## config.mk

```make
export PLATFORM = sky130hd
export DESIGN_NAME = tpd_regs
export DESIGN_NICKNAME = d
export VERILOG_FILES = /design/src/tpd_pkg.sv /design/src/tpd_axis.sv /design/src/tpd_regs.sv
export VERILOG_INCLUDE_DIRS = /design/src
export SDC_FILE = /design/constraint.sdc
export NUM_CORES = 1
export LEC_CHECK = 0
export BUFFER_PORTS_ARGS = -buffer_cell sky130_fd_sc_hd__clkbuf_2
export CAP_MARGIN = 20
export CORE_ASPECT_RATIO = 1.75
export CORE_MARGIN = 3
export CORE_UTILIZATION = 35
export CTS_BUF_LIST = sky130_fd_sc_hd__clkbuf_4
export DETAILED_ROUTE_END_ITERATION = 8
export PLACE_DENSITY = 0.61
export RECOVER_POWER = 50
export REMOVE_ABC_BUFFERS = 1
export SYNTH_ARGS = -nofsm -noshare
export SYNTH_HDL_FRONTEND = slang
export SYNTH_HIERARCHICAL = 1
export SYNTH_SLANG_ARGS = --single-unit
```

## constraint.sdc

```tcl
create_clock -name core_clk_i -period 7.37 [get_ports core_clk_i]
set_input_delay 1.474 -clock core_clk_i [delete_from_list [all_inputs] [get_ports core_clk_i]]
set_output_delay 1.474 -clock core_clk_i [all_outputs]
set_load 0.005 [all_outputs]
```

## src/tpd_defines.svh

```systemverilog
/*
 * Offsets, field positions, reset values and scale constants of the
 * tap pulse detector register block.
 * Assumes word-aligned registers on a 32-bit bus, byte address = 4 * index.
 */
// What this block does
// - abort bit clear: latency pulse never aborts
// - abort bit set: short latency pulse aborts
// - latch enabled: flags frozen until source read
// - per-axis enable for double-pulse events
// - per-axis enable for single-pulse events
// - summary active bit set by enabled events
// - one event bit per axis
// - status bit tells double from single
// - per-axis polarity bit, one means negative
// - per-axis 7-bit threshold, 0.063 g steps
// - thresholds always on 8 g scale
// - threshold crossing starts pulse detection
// - latency after first pulse ignores new starts
`ifndef TPD_DEFINES_SVH
`define TPD_DEFINES_SVH

// register indices
`define TPD_IDX_CONFIG  8'h21
`define TPD_IDX_SOURCE  8'h22
`define TPD_IDX_THS_X   8'h23
`define TPD_IDX_THS_Y   8'h24
`define TPD_IDX_THS_Z   8'h25
`define TPD_IDX_LATENCY 8'h27

// config fields; axis a uses bit 2a (single) and 2a+1 (double)
`define TPD_CFG_DPA 7
`define TPD_CFG_ELE 6

// source fields; axis a event at AX0+a, polarity at POL0+a
`define TPD_SRC_EA   7
`define TPD_SRC_AX0  4
`define TPD_SRC_DPE  3
`define TPD_SRC_POL0 0

// reset values
`define TPD_CFG_RST 8'h00
`define TPD_SRC_RST 8'h00
`define TPD_THS_RST 7'h00
`define TPD_LAT_RST 8'h00

// one threshold step is 64 counts of a 14-bit 8 g sample
`define TPD_THS_SHIFT 6
`define TPD_FS_8G     2'h2
`define TPD_DP_WINDOW 8'hFF

`endif

```

## src/tpd_pkg.sv

```systemverilog
/*
 * Types of the tap pulse detector: axis state machine and state records.
 * Assumes nothing of its surroundings.
 */
package tpd_pkg;

	typedef enum logic [4:0] {
		AX_IDLE   = 5'h01,
		AX_FIRST  = 5'h02,
		AX_LAT    = 5'h04,
		AX_WIN    = 5'h08,
		AX_SECOND = 5'h10
	} tpd_axis_fsm_t;

	typedef struct packed {
		tpd_axis_fsm_t fsm;
		logic [7:0]    cnt;
		logic          lat_pulse;
		logic          pol;
		logic          single;
		logic          dbl;
	} tpd_axis_state_t;

	typedef struct packed {
		logic [7:0]      cfg;
		logic [2:0][6:0] ths;
		logic [7:0]      lat;
		logic [7:0]      src;
		logic            wr_pend;
		logic [7:0]      wr_idx;
		logic [31:0]     rdata;
		logic            ready;
		logic            resp;
	} tpd_regs_state_t;

endpackage

```

## src/tpd_axis.sv

```systemverilog
/*
 * One axis of the tap detector: threshold compare on a fixed 8 g scale,
 * single/double pulse sequencing with a latency interval.
 * Assumes samples arrive with a one-cycle sample_tick_i strobe.
 */
`timescale 1ns/1ns
`include "tpd_defines.svh"

module tpd_axis #(
	parameter int         SAMPLE_W     = 14,
	parameter logic [7:0] WINDOW_TICKS = `TPD_DP_WINDOW
) (
	// clock and reset
	input  wire logic                       core_clk_i,
	input  wire logic                       reset_i,
	// sample
	input  wire logic                       sample_tick_i,
	input  wire logic signed [SAMPLE_W-1:0] accel_i,
	input  wire logic [1:0]                 fs_i,
	// settings
	input  wire logic [6:0]                 ths_i,
	input  wire logic [7:0]                 latency_i,
	input  wire logic                       dpa_i,
	// events
	output logic                            single_o,
	output logic                            double_o,
	output logic                            pol_o
);
	localparam int MW = SAMPLE_W + 1;

	tpd_pkg::tpd_axis_state_t s_q, s_d;
	logic [MW-1:0]        mag;
	logic                 above;
	logic                 neg;

	// rescale to 8 g counts whatever range is selected
	// magnitude before the shift, so both signs round alike
	always_comb begin
		neg = accel_i[SAMPLE_W-1];
		mag = neg ? MW'(-MW'(accel_i)) : MW'(accel_i);
		if (fs_i == 2'h0)
			mag = mag >> 2;
		else if (fs_i == 2'h1)
			mag = mag >> 1;
	end
	assign above = mag > MW'({ths_i, 6'h00});

	always_comb begin
		s_d        = s_q;
		s_d.single = 1'b0;
		s_d.dbl    = 1'b0;
		if (sample_tick_i) begin
			unique case (s_q.fsm)
				tpd_pkg::AX_IDLE: if (above) begin
					s_d.fsm = tpd_pkg::AX_FIRST;
					s_d.pol = neg;
				end
				tpd_pkg::AX_FIRST: if (!above) begin
					s_d.single    = 1'b1;
					s_d.fsm       = tpd_pkg::AX_LAT;
					s_d.cnt       = latency_i;
					s_d.lat_pulse = 1'b0;
				end
				tpd_pkg::AX_LAT: begin
					if (above)
						s_d.lat_pulse = 1'b1; // start ignored
					if (s_q.lat_pulse && !above && dpa_i && s_q.cnt != 8'h00)
						s_d.fsm = tpd_pkg::AX_IDLE;
					else if (s_q.cnt == 8'h00) begin
						s_d.fsm = tpd_pkg::AX_WIN;
						s_d.cnt = WINDOW_TICKS;
					end else
						s_d.cnt = s_q.cnt - 8'h01;
				end
				tpd_pkg::AX_WIN: begin
					// a pulse still running from the latency is not a new start
					if (!above)
						s_d.lat_pulse = 1'b0;
					if (above && !s_q.lat_pulse) begin
						s_d.fsm = tpd_pkg::AX_SECOND;
						s_d.pol = neg;
					end else if (s_q.cnt == 8'h00)
						s_d.fsm = tpd_pkg::AX_IDLE;
					else
						s_d.cnt = s_q.cnt - 8'h01;
				end
				tpd_pkg::AX_SECOND: if (!above) begin
					s_d.dbl = 1'b1;
					s_d.fsm = tpd_pkg::AX_IDLE;
				end
				default: s_d.fsm = tpd_pkg::AX_IDLE;
			endcase
		end
	end

	always_ff @(posedge core_clk_i or posedge reset_i) begin
		if (reset_i)
			s_q <= '{fsm: tpd_pkg::AX_IDLE, default: '0};
		else
			s_q <= s_d;
	end

	assign single_o = s_q.single;
	assign double_o = s_q.dbl;
	assign pol_o    = s_q.pol;
endmodule // tpd_axis

```

## src/tpd_regs.sv

```systemverilog
/*
 * Tap pulse detector register block: AHB-Lite slave with config,
 * source, per-axis threshold and latency registers, and three axis
 * detectors feeding the source status.
 * Assumes single word transfers and synchronous sample inputs.
 */
`timescale 1ns/1ns
`include "tpd_defines.svh"

module tpd_regs #(
	parameter int         SAMPLE_W     = 14,
	parameter logic [7:0] WINDOW_TICKS = `TPD_DP_WINDOW
) (
	// clock and reset
	input  wire logic                       core_clk_i,
	input  wire logic                       reset_i,
	// ahb-lite slave
	input  wire logic                       hsel_i,
	input  wire logic [31:0]                haddr_i,
	input  wire logic [1:0]                 htrans_i,
	input  wire logic                       hwrite_i,
	input  wire logic [2:0]                 hsize_i,
	input  wire logic [31:0]                hwdata_i,
	input  wire logic                       hready_i,
	output logic      [31:0]                hrdata_o,
	output logic                            hreadyout_o,
	output logic                            hresp_o,
	// acceleration samples
	input  wire logic                       sample_tick_i,
	input  wire logic signed [SAMPLE_W-1:0] accel_x_i,
	input  wire logic signed [SAMPLE_W-1:0] accel_y_i,
	input  wire logic signed [SAMPLE_W-1:0] accel_z_i,
	input  wire logic [1:0]                 full_scale_select_i,
	// status
	output logic                            tap_event_active_o
);

	tpd_pkg::tpd_regs_state_t s_q, s_d;

	logic signed [2:0][SAMPLE_W-1:0] accel;
	logic [2:0] single;
	logic [2:0] dbl;
	logic [2:0] pol;
	logic [2:0] ev;
	logic [2:0] sp_en;
	logic [2:0] dp_en;
	logic       any_ev;
	logic       dbl_ev;
	logic       accept;
	logic [7:0] idx;
	logic       rd_src;
	logic       frozen;

	// word index of a byte address; upper bits must be zero
	function automatic logic [7:0] word_idx(input logic [31:0] a);
		word_idx = (a[31:10] == 22'h0) ? a[9:2] : 8'h00;
	endfunction

	// true for an index that holds a register
	function automatic logic is_mapped(input logic [7:0] i);
		is_mapped = (i == `TPD_IDX_CONFIG) || (i == `TPD_IDX_SOURCE)
			|| (i == `TPD_IDX_THS_X) || (i == `TPD_IDX_THS_Y)
			|| (i == `TPD_IDX_THS_Z) || (i == `TPD_IDX_LATENCY);
	endfunction

	assign accel[0] = accel_x_i;
	assign accel[1] = accel_y_i;
	assign accel[2] = accel_z_i;

	generate
		for (genvar a = 0; a < 3; a++) begin : g_axis
			assign sp_en[a] = s_q.cfg[2*a];
			assign dp_en[a] = s_q.cfg[2*a+1];
			// only enabled event kinds reach the source register
			assign ev[a] = (single[a] && sp_en[a])
				|| (dbl[a] && dp_en[a]);

			tpd_axis #(
				.SAMPLE_W     (SAMPLE_W),
				.WINDOW_TICKS (WINDOW_TICKS)
			) u_axis (
				.core_clk_i    (core_clk_i),
				.reset_i       (reset_i),
				.sample_tick_i (sample_tick_i),
				.accel_i       (accel[a]),
				.fs_i          (full_scale_select_i),
				.ths_i         (s_q.ths[a]),
				.latency_i     (s_q.lat),
				.dpa_i         (s_q.cfg[`TPD_CFG_DPA]),
				.single_o      (single[a]),
				.double_o      (dbl[a]),
				.pol_o         (pol[a])
			);
		end
	endgenerate

	assign any_ev = |ev;
	assign dbl_ev = |(dbl & dp_en);
	assign accept = hsel_i && htrans_i[1] && hready_i;
	assign idx    = word_idx(haddr_i);
	assign rd_src = accept && !hwrite_i && idx == `TPD_IDX_SOURCE;
	// latched contents stay put until the host reads them
	assign frozen = s_q.cfg[`TPD_CFG_ELE] && s_q.src[`TPD_SRC_EA] && !rd_src;

	always_comb begin
		s_d       = s_q;
		s_d.ready = 1'b1;
		s_d.resp  = 1'b0;

		// write data phase lands before the read mux, so a read right
		// after a write returns the new value
		if (s_q.wr_pend) begin
			unique case (s_q.wr_idx)
				`TPD_IDX_CONFIG:  s_d.cfg    = hwdata_i[7:0];
				`TPD_IDX_THS_X:   s_d.ths[0] = hwdata_i[6:0];
				`TPD_IDX_THS_Y:   s_d.ths[1] = hwdata_i[6:0];
				`TPD_IDX_THS_Z:   s_d.ths[2] = hwdata_i[6:0];
				`TPD_IDX_LATENCY: s_d.lat    = hwdata_i[7:0];
				default:          s_d.lat    = s_q.lat;
			endcase
		end
		s_d.wr_pend = accept && hwrite_i && is_mapped(idx);
		s_d.wr_idx  = idx;

		// read clear first, so an event in the same cycle survives
		if (rd_src)
			s_d.src = `TPD_SRC_RST;
		if (any_ev && !frozen) begin
			s_d.src[`TPD_SRC_EA] = 1'b1;
			s_d.src[`TPD_SRC_DPE] = dbl_ev;
			for (int a = 0; a < 3; a++) begin
				s_d.src[`TPD_SRC_AX0+a]  = ev[a];
				s_d.src[`TPD_SRC_POL0+a] = ev[a] && pol[a];
			end
		end

		if (accept && !hwrite_i) begin
			unique case (idx)
				`TPD_IDX_CONFIG:  s_d.rdata = {24'h0, s_d.cfg};
				`TPD_IDX_SOURCE:  s_d.rdata = {24'h0, s_q.src};
				`TPD_IDX_THS_X:   s_d.rdata = {25'h0, s_d.ths[0]};
				`TPD_IDX_THS_Y:   s_d.rdata = {25'h0, s_d.ths[1]};
				`TPD_IDX_THS_Z:   s_d.rdata = {25'h0, s_d.ths[2]};
				`TPD_IDX_LATENCY: s_d.rdata = {24'h0, s_d.lat};
				default:          s_d.rdata = 32'h0;
			endcase
		end
	end

	always_ff @(posedge core_clk_i or posedge reset_i) begin
		if (reset_i)
			s_q <= '{cfg: `TPD_CFG_RST, ths: {3{`TPD_THS_RST}},
				lat: `TPD_LAT_RST, src: `TPD_SRC_RST, default: '0};
		else
			s_q <= s_d;
	end

	assign hrdata_o           = s_q.rdata;
	assign hreadyout_o        = s_q.ready;
	assign hresp_o            = s_q.resp;
	assign tap_event_active_o = s_q.src[`TPD_SRC_EA];
endmodule // tpd_regs

```

======== After elaboration in Yosys (flattened, before gate mapping) ========
Index checks and enable logic that the tools add are counted.
cells by class
  add/sub/neg operators ................... 6
  order comparisons ....................... 3
  equality and inequality tests ........... 60
  multiplexer cells ....................... 85
  bitwise logic cells ..................... 1
  reductions and logical operators ........ 76
operators with widths
  operator                                                                 number
  8-bit two-way mux                                                        17
  15-bit two-way mux                                                       9
  5-bit two-way mux                                                        18
  8-bit by 6-bit == test with 1-bit output, second input constant          11
  9-bit one-hot mux with 3 select lines                                    3
  5-bit one-hot mux with 5 select lines                                    3
  8-bit one-hot mux with 6 select lines                                    1
  15-bit by 13-bit > comparator with 1-bit output                          3
  14-bit negation with 15-bit output                                       3
  14-bit two-way mux                                                       3
  37-bit two-way mux                                                       1
  2-bit inequality test, second input constant                             18
  6-bit AND reduction                                                      6
  1-bit logical AND                                                        30
  8-bit logical NOT                                                        3
  8-bit nonzero test                                                       3
  8-bit by 1-bit subtractor with 8-bit output, second input constant       3
  22-bit logical NOT                                                       1
  1-bit two-way mux                                                        21
  7-bit two-way mux                                                        3
  2-bit by 1-bit inequality test with 1-bit output, second input constant  9
  3-bit by 1-bit inequality test with 1-bit output, second input constant  6
  5-bit by 1-bit == test with 1-bit output, second input constant          3
  5-bit by 2-bit == test with 1-bit output, second input constant          3
  15 further kinds                                                         50
storage, ports and cells
  bits in registers ....................... 138
  input bits .............................. 119
  output and inout port bits .............. 35
  word-level logic and storage cells ...... 259

======== Logic depth before layout (Yosys ltp) ========
Gate-level depths: netlist of the first run.
  depth in word-level cells ............... 11
  mapped depth ............................ 19
  mapped depth without buffers ............ 18

======== By module ========
The synthesis of the first run kept the hierarchy.
by module, submodules not included
  module                       times used  cells an instance  area an instance (um^2)  sequential area each (um^2)
  tpd_regs                     1           333                3529.6                   1576.5
  tpd_axis (g_axis[2].u_axis)  1           267                2006.9                   426.7
  tpd_axis (g_axis[1].u_axis)  1           253                1976.9                   426.7
  tpd_axis (g_axis[0].u_axis)  1           239                1801.7                   426.7

======== Least setup slack after synthesis of the first run ========
No wires, ideal clock.
  path type ............................... in2reg
  start ................................... in accel_z_i[7]
  end ..................................... reg g_axis[2].u_axis/s_q[15] (netlist name)
  setup time .............................. 0.125 ns
  data arrival time ....................... 5.566 ns
  data required time ...................... 7.245 ns
  path slack .............................. 1.679 ns
  stages .................................. 16
  buffers on the path ..................... 1
  cells stage by stage .................... clkbuf_1 or4_1 or2_2 o31ai_1 xnor2_1 mux2_2 nor2_1 a21oi_1 ha_1 nand3_1 a2111o_1 or4_1 o31a_1 a21oi_4 mux2i_1 mux2_2
between the ends
  longest elaborated chain between the ends .. 11
  elaborated cells on any way between the ends .. 19
  those cells by class .................... 1 x add/sub; 1 x order compare; 5 x eq/ne; 6 x mux; 6 x reduce/logical
RTL lines
  element                                                                                          line             RTL
  from (decl)                                                                                      tpd_regs.sv:32   input wire logic signed [SAMPLE_W-1:0] accel_z_i,
  14-bit negation with 15-bit output                                                               tpd_axis.sv:40   mag = neg ? MW'(-MW'(accel_i)) : MW'(accel_i);
  15-bit two-way mux (*)                                                                           tpd_axis.sv:40
  15-bit two-way mux                                                                               tpd_axis.sv:43   else if (fs_i == 2'h1)
  15-bit two-way mux (*)                                                                           tpd_axis.sv:41   if (fs_i == 2'h0)
  15-bit by 13-bit > comparator with 1-bit output (*)                                              tpd_axis.sv:46   assign above = mag > MW'({ths_i, 6'h00});
  1-bit logical NOT                                                                                n/a
  1-bit logical AND (3 in a row)                                                                   tpd_axis.sv:67   if (s_q.lat_pulse && !above && dpa_i && s_q.cnt != 8'h00)
  3-bit by 1-bit inequality test with 1-bit output (no line) or 5-bit two-way mux (tied branches)  n/a
  6-bit AND reduction (no line) or 5-bit one-hot mux with 5 select lines (tied branches)           n/a
  to (signal assigned)                                                                             tpd_axis.sv:98   s_q <= '{fsm: tpd_pkg::AX_IDLE, default: '0};
  to (signal assigned)                                                                             tpd_axis.sv:100  s_q <= s_d;
  to (decl)                                                                                        tpd_axis.sv:31   tpd_pkg::tpd_axis_state_t s_q, s_d;
Mark *: on every way between the ends. The rest lies on a longest branch, timed or not.
A chain may end at the register's enable or synchronous reset.

======== Final worst setup path of the first run ========
  start ................................... in accel_z_i[4]
  end ..................................... reg g_axis[2].u_axis/s_q[15] (netlist name)
Same word-level chain as after synthesis.

==> summary.md, run 1 <==
| Metric | Value |
|---|---|
| GRT Total Usage | 0.181 |
| Synth Cell Area | around 9300 um^2 |
| Die Area | about 29000 um^2 |
| DR pass1 iterations | 7 |
| H-tree depth | 4 |
| FMAX | 173 MHz |
| Num CTS Buffers | 17 |
| Final worst-path cycle share | 0.784 |
| RSZ-0062 raised after global routing | no |
| Clk root buf | clkbuf_4 |
| Layout cells sized above 1 | 0.194 |
| Area of the multi-input gates | between 5000 and 6000 um^2 |
| Worst slew pin tran | roughly 3.5 ns |
| CP Capture Type | flip-flop |
| Io pins | about 150 |
| Hold Fails Final Rpt | 0 |
| Later-pin clock latency in the skew report | approximately 0.55 ns |
| Clock-pin transition on the worst setup and hold timing paths | around 0.12 ns |
| Cts repair resizes | 0 |
| RR Endpoint | g_axis[2].u_axis/s_q[15]$_DFFE_PP0P_ |
| Max Cap Viol | 1 |
| Clock share of power | 0.219 |
| Hold path start | s_q[47]$_DFFE_PP0P_ |
| Synth Area per Inst | 8.53 um^2 |
| Routed Wire Length | 26600 um |
| Max IR drop VDD | around 0.10 mV |
| Setup TNS | 0 ns |
| Crit Path Max Fanout | 15 |
| Cell Int Power | about 1.2 mW |
| CTS Hold Bufs | 0 |
| Synth Instances | about 1100 |
| Post-route ant nets | 0 |
| Clk sinks | roughly 110 |
| Combinational Power Share | 0.361 |
| Pwr/cell area | roughly 200 nW/um^2 |
| Die Height | 222 um |
| Crit path DAT | ~6.2 ns |
| Core footprint | roughly 26000 um^2 |
| WS Path Type | in -> reg |
| Startpoint Class | input pin |
| Initial drt markers | about 510 |
| Final GP Congestion | ~0.90 |
| Yosys top cell by area | dfrtp_1 |
| Slew margin rel. | -1.34 |
| Count leader, synth | dfrtp_1 |
| Reg power frac | 0.420 |
| Hold EP | s_q[47]$_DFFE_PP0P_ |
| R2R setup slack | 3.90 ns |
| Bufs on Longest Clock Path | 2 |
| Distinct cell type count after synthesis | between 90 and 100 |
| Rows | 78 |
| Status | finished, violations left |
| Synth top area share | 0.298 |
| Failing checks | capacitance limit, slew limit |
| EDFF count, synth | 0 |
| Synth-to-Final Area Change | 8.45% |
| Critical Path RT | roughly 8 ns |
| Synth warn | 6 |
| Final Slew Violations | 64 |
| Reg2reg path depth | 9 |
| Routed len/inst | between 15 and 20 um |
| Initial antenna violation count | 1 |
| Initial Util | 0.357 |
| Min-Delay Path Depth | 1 |
| Final cell count without fillers | about 1500 |
| Leak | 4.35 nW |
| Register area | about 2900 um^2 |
| CTS tree | yes |
| Final Critical Period | about 5.8 ns |
| Clock Skews | 0.0155 ns |
| PortBufs | 98 |
| Via/cell ratio | roughly 5.7 |
| Pin count of the biggest net entering global routing | between 60 and 70 |
| Synthesized flop and latch total | 114 |
| Most common library cells after synthesis | dfrtp_1, nand2_1, nor2_1 |
| Vias in the first global route | between 8000 and 9000 |
| Post-CTS setup buffers | 0 |
| Placed cell count | 1457 |
| FILL cells | 2668 |
| Worst hold path class | reg -> reg |
| Async SR Flop Fraction | 1.00 |
| Endpoints failing setup | 0 |
| GRT overflow | 0 |
| Dpl hpwl | around 20000 um |
| Net Sw Frac | 0.398 |
| Sequential area share after synthesis | 0.307 |
| Top post-synthesis cells by area | dfrtp_1, mux2_2, nand2_1 |
| Final nets | roughly 1300 |
| Via Count | about 8500 |
| Die W | ~130 um |
| First-pass GRT wire length | 41700 um |
| Worst r2r src | s_q[79]$_DFF_PP0_ |
| Net Switching | between 800 and 900 uW |
| DRC viols | 0 |
| Most used DFF post-synth | dfrtp_1 |
==> per-layer routing <==
layer  wire [um]  part of all wire  up-vias  global-route usage
met5           0                 0        -                   0
met3         860             0.032       65              0.0256
met4        1230             0.046        0              0.0922
met1       10300              0.39     4126               0.196
met2       14200              0.53      229               0.334
li1            -                 -     4125                   -
==> worst max path at each step <==
stage / endpoint / from / cells after the start / slack, ns
after floorplan: g_axis[2].u_axis/s_q[15]$_DFFE_PP0P_ / accel_z_i[9] / 15 / 1.67
after global placement: g_axis[2].u_axis/s_q[15]$_DFFE_PP0P_ / accel_z_i[4] / 16 / 1.04
after detailed placement: g_axis[2].u_axis/s_q[15]$_DFFE_PP0P_ / accel_z_i[4] / 16 / 1.02
after CTS: g_axis[2].u_axis/s_q[15]$_DFFE_PP0P_ / accel_z_i[4] / 16 / 1.66
after global routing: g_axis[1].u_axis/s_q[5]$_DFFE_PP0P_ / accel_y_i[1] / 19 / 1.09
final: g_axis[2].u_axis/s_q[15]$_DFFE_PP0P_ / accel_z_i[4] / 16 / 1.59
==> sequential cells by signal (all words and copies together) (netlist names) <==
signal / cells
g_axis.u_axis/s_q: 42
hrdata_o: 8
g_axis.u_axis/single_o: 3
s_q: 50
g_axis.u_axis/double_o: 3
g_axis.u_axis/pol_o: 3
tap_event_active_o: 1
dp_en: 3
hreadyout_o: 1
==> layout by cell type, fill, tap and decap left out, drive strengths merged, types with 14 or more instances in the layout <==
cell type,instances
a21o,15
a21oi,61
a31oi,24
and2,14
clkbuf,117
conb,26
dfrtp,111
ha,27
inv,62
mux2,53
mux2i,30
nand2,95
nand2b,23
nand3,34
nor2,74
nor3,37
nor4,19
o21ai,74
o31ai,15
or3,16
xor2,17
==> worst max-delay path, cell delays in order <==
cell and delay [ns]:
clkbuf_2 0.16, or3_4 0.42, or2_2 0.34, o31ai_1 0.25
xor2_1 0.33, mux2i_1 0.13, nor2_1 0.13, a21oi_1 0.06
ha_1 0.32, nand2_1 0.06, a2111o_1 0.37, or4_1 0.51
o31a_1 0.28, a21oi_4 0.47, mux2i_1 0.54, mux2_2 0.39
==> cell type report <==
class,instances,share of cell area
clock inverters,15,0.0141
clock buffers,17,0.0126
multi-input cells,857,0.575
flip-flops and latches,114,0.283
diodes,2,0.000495
repair buffers,105,0.0526
inverters,62,0.0230
well taps,320,0.0396
==> cell families (layout without fill, tap and decap cells) <==
family                   Yosys count  after routing  synth area share
AND/OR/NAND/NOR                  397            397             0.236
AO/OA/AOI/OAI                    298            298             0.220
buffers and inverters            145            199            0.0788
flip-flops                       114            114             0.307
multiplexers                      83             83            0.0975
adder cells (fa/ha/maj)           27             27            0.0363
XOR/XNOR                          26             26            0.0244
other                              2             28          0.000806
==> power by group through the flow <==
stage	Sequential, mW	Clock [mW]	Combinational [mW]
floorplan	0.838	0	0.550
global placement	0.875	0	0.731
detailed placement	0.879	0	0.741
CTS	0.867	0.475	0.745
global route	0.887	0.498	0.842
finish	0.869	0.454	0.746
==> per-stage QoR <==
stage          power, mW  setup slack [ns]  hold slack, ns  instance area, um^2   util
3_5_place_dp        1.62              1.02           0.460                 9840  0.378
2_1_floorplan       1.39              1.67           0.441                 8900      -
5_1_grt             2.23              1.09           0.510                10100  0.388
3_3_place_gp        1.61              1.04           0.457                 9840  0.378
6_report            2.07              1.59           0.481                10100  0.388
4_1_cts             2.09              1.66           0.486                10100  0.388
No activity file was read; power rests on OpenSTA's default activity.
==> run 2: changes to the inputs <==
PLACE_DENSITY = 0.63   (was 0.61)
clock period = 4.9 ns   (was 7.37 ns; I/O delays follow)
==> run 2 against run 1 <==
Against the previous run:
- the flow still finishes with violations (capacitance limit, slew limit)
- critical path type unchanged
- count of clock-buffer cells in the layout is 3 higher
- register-to-register slack got worse by 2.0 ns
- cell count up 4.9%
- sequential power up 51%
- via count is 3.6% higher
- non-clock buffer count increased by 74
- global-route usage up 0.89 points
- utilization up 2.5 points
- critical path depth grew 2
- design area increased by 6.4%
- setup slack got worse by 1.4 ns
- largest power group unchanged
==> summary.md, run 2 (synthesis results as in run 1) <==
| Metric | Value |
|---|---|
| Clock-pin transition on the worst setup and hold timing paths | ~0.10 ns |
| Largest register FFs | 50 |
| Die Height | approximately 220 um |
| Final worst-path cycle share | 0.960 |
| Rows | 78 |
| Clock Skews | 0.0125 ns |
| Largest stage delay, worst path | about 0.53 ns |
| FMAX | about 210 MHz |
| WS Path Type | in -> reg |
| Max IR drop VDD | between 0.15 and 0.2 mV |
| CP Capture Type | flip-flop |
| Leak | roughly 4.7 nW |
| Status | finished, violations left |
| Area post-placement | between 10000 and 15000 um^2 |
| Endpoints failing setup | 0 |
| H-tree depth | 4 |
| Max layer used | met5 |
| Startpoint Class | input pin |
| Slowest CP cell | or4_1 |
| Met2 wire length | between 10000 and 15000 um |
| Total power | roughly 3.3 mW |
| Synth-to-Final Area Change | 15.3% |
| First-pass GRT wire length | ~44000 um |
| Crit Path Max Fanout | 8 |
| Pin count of the biggest net entering global routing | 39 |
| Final GP Congestion | around 0.89 |
| Num CTS Buffers | 17 |
| Commonest non-fill, non-tap cells in the layout | dfrtp_1, clkbuf_2, nand2_1 |
| Post-route ant nets | 0 |
| Final Critical Period | between 4 and 5 ns |
| Final nets | around 1400 |
| Worst slew pin tran | between 1.5 and 2 ns |
| Routed len/inst | about 18 um |
| CP Cell Sequence | clkbuf_2 > or4_1 > or2_2 > o31ai_2 > xnor2_1 > mux2_2 > nor2_1 > a21oi_1 > ha_1 > nand3_1 > a2111o_1 > or4_1 > o31a_1 > a21oi_4 > buf_6 > mux2i_2 > buf_4 > mux2i_1 |
| Bufs on Longest Clock Path | 2 |
| Die W | between 100 and 150 um |
| DRC viols | 0 |
| Max Cap Viol | 1 |
| Post-CTS setup buffers | 0 |
| Final Slew Violations | 35 |
| FILL cells | between 2000 and 3000 |
| Finished Cell Area | about 11000 um^2 |
| Pwr/cell area | between 300 and 400 nW/um^2 |
| Routed Wire Length | 27500 um |
| Clk root buf | clkbuf_4 |
| Met1 Wirelength | a little under 10000 um |
| Dpl hpwl | roughly 22000 um |
| Failing checks | capacitance limit, slew limit |
| Setup TNS | 0 ns |
| Commonest non-fill, non-tap cell in the layout | dfrtp_1 |
| GRT Total Usage | 0.190 |
| GRT overflow | 0 |
| Vias in the first global route | ~9000 |
| DR pass1 iterations | 5 |
| Slew margin rel. | -0.220 |
| Critical Path RT | 5.39 ns |
| PortBufs | 98 |
| CTS tree | yes |
| Initial Util | 0.357 |
| Critical Path Most Common Cell | or4_1 |
| Hold path start | s_q[46]$_DFFE_PP0P_ |
| Top reg by flops | s_q |
| Die Area | 28700 um^2 |
| CP startpoint | accel_z_i[9] |
| Initial antenna violation count | 2 |
| Worst hold path class | reg -> reg |
| Hold Fails Final Rpt | 0 |
| Core footprint | 26100 um^2 |
| Initial drt markers | about 460 |
| Via/cell ratio | 5.66 |
| Clk sinks | between 100 and 150 |
| Via Count | just under 9000 |
| Met3 routed WL | roughly 1100 um |
| Later-pin clock latency in the skew report | ~0.57 ns |
| Crit path DAT | between 5 and 6 ns |
| Io pins | 154 |
| Worst r2r src | s_q[74]$_DFF_PP0_ |
| Layout cells sized above 1 | 0.248 |
run 2: cell count changes in the layout (fill, tap and decap cells not counted), moves of 2 or more:
cell / previous run / this run
bufinv_16: 2 / 4
a2111oi_0: 2 / 0
and2_1: 14 / 11
clkbuf_4: 17 / 20
and2_0: 0 / 3
clkinv_4: 2 / 0
buf_4: 4 / 79
run 2: worst paths after layout:
check / endpoint / slack [ns] / cells past startpoint
hold reg to reg: s_q[46]$_DFFE_PP0P_ / 0.49 / 2
hold / removal: s_q[46]$_DFFE_PP0P_ / 0.49 / 2
min in group asynchronous: g_axis[1].u_axis/double_o$_DFF_PP0_ / 0.55 / 2
max in group asynchronous: s_q[42]$_DFF_PP0_ / 1.89 / 3
setup reg to reg: g_axis[2].u_axis/s_q[4]$_DFFE_PP0P_ / 1.89 / 11
setup / recovery: g_axis[2].u_axis/s_q[4]$_DFFE_PP0P_ / 0.20 / 18
run 2: stage by stage:
| stage | hold WS [ns] | utilization | cells | setup slack, ns |
|---|---|---|---|---|
| after detailed placement | 0.466 | 0.399 | 1532 | -0.446 |
| after global placement | 0.455 | 0.399 | 1532 | -0.395 |
| final | 0.487 | 0.412 | 1565 | 0.196 |
| after CTS | 0.489 | 0.411 | 1564 | 0.123 |
| after floorplan | 0.441 | - | 1033 | -0.304 |
| after global routing | 0.507 | 0.412 | 1565 | -0.000603 |
run 2: layout make-up:
| cell class | count | area [um^2] | area share |
|---|---|---|---|
| antenna | 1 | 2.50 | 0.000233 |
| clock buffer | 20 | 150 | 0.0140 |
| clock inverter | 12 | 164 | 0.0153 |
| inverter | 62 | 233 | 0.0217 |
| multi-input combinational | 857 | 5840 | 0.544 |
| sequential | 114 | 2860 | 0.266 |
| tap | 320 | 400 | 0.0373 |
| timing repair buffer | 179 | 1100 | 0.102 |
run 2: timing repair:
item / 4_1_cts / 5_1_grt
hold buffers: 0 / 0
endpoints found under the hold margin: 0 / 0
endpoints found under the setup margin: 0 / 16
resized for setup: 0 / 8
run 2: per-layer routing:
| metal | up-vias | global-route usage |
|---|---|---|
| met5 | - | 0 |
| met4 | 2 | 0.122 |
| met3 | 86 | 0.0275 |
| met2 | 282 | 0.354 |
| met1 | 4216 | 0.191 |
| li1 | 4268 | - |
run 2: power breakdown:
part           switching (mW)  internal (mW)  total [mW]
sequential              0.198           1.11        1.31
combinational           0.693          0.539        1.23
clock                   0.374          0.414       0.788
total                    1.26           2.07        3.33
run 2: critical path: cells and delay by family:
family | cells | cell delay [ns]
AO/OA/AOI/OAI | 5 | 1.10
adder cells (fa/ha/maj) | 1 | 0.35
multiplexers | 3 | 0.64
buffers and inverters | 3 | 0.46
AND/OR/NAND/NOR | 5 | 1.53
XOR/XNOR | 1 | 0.11
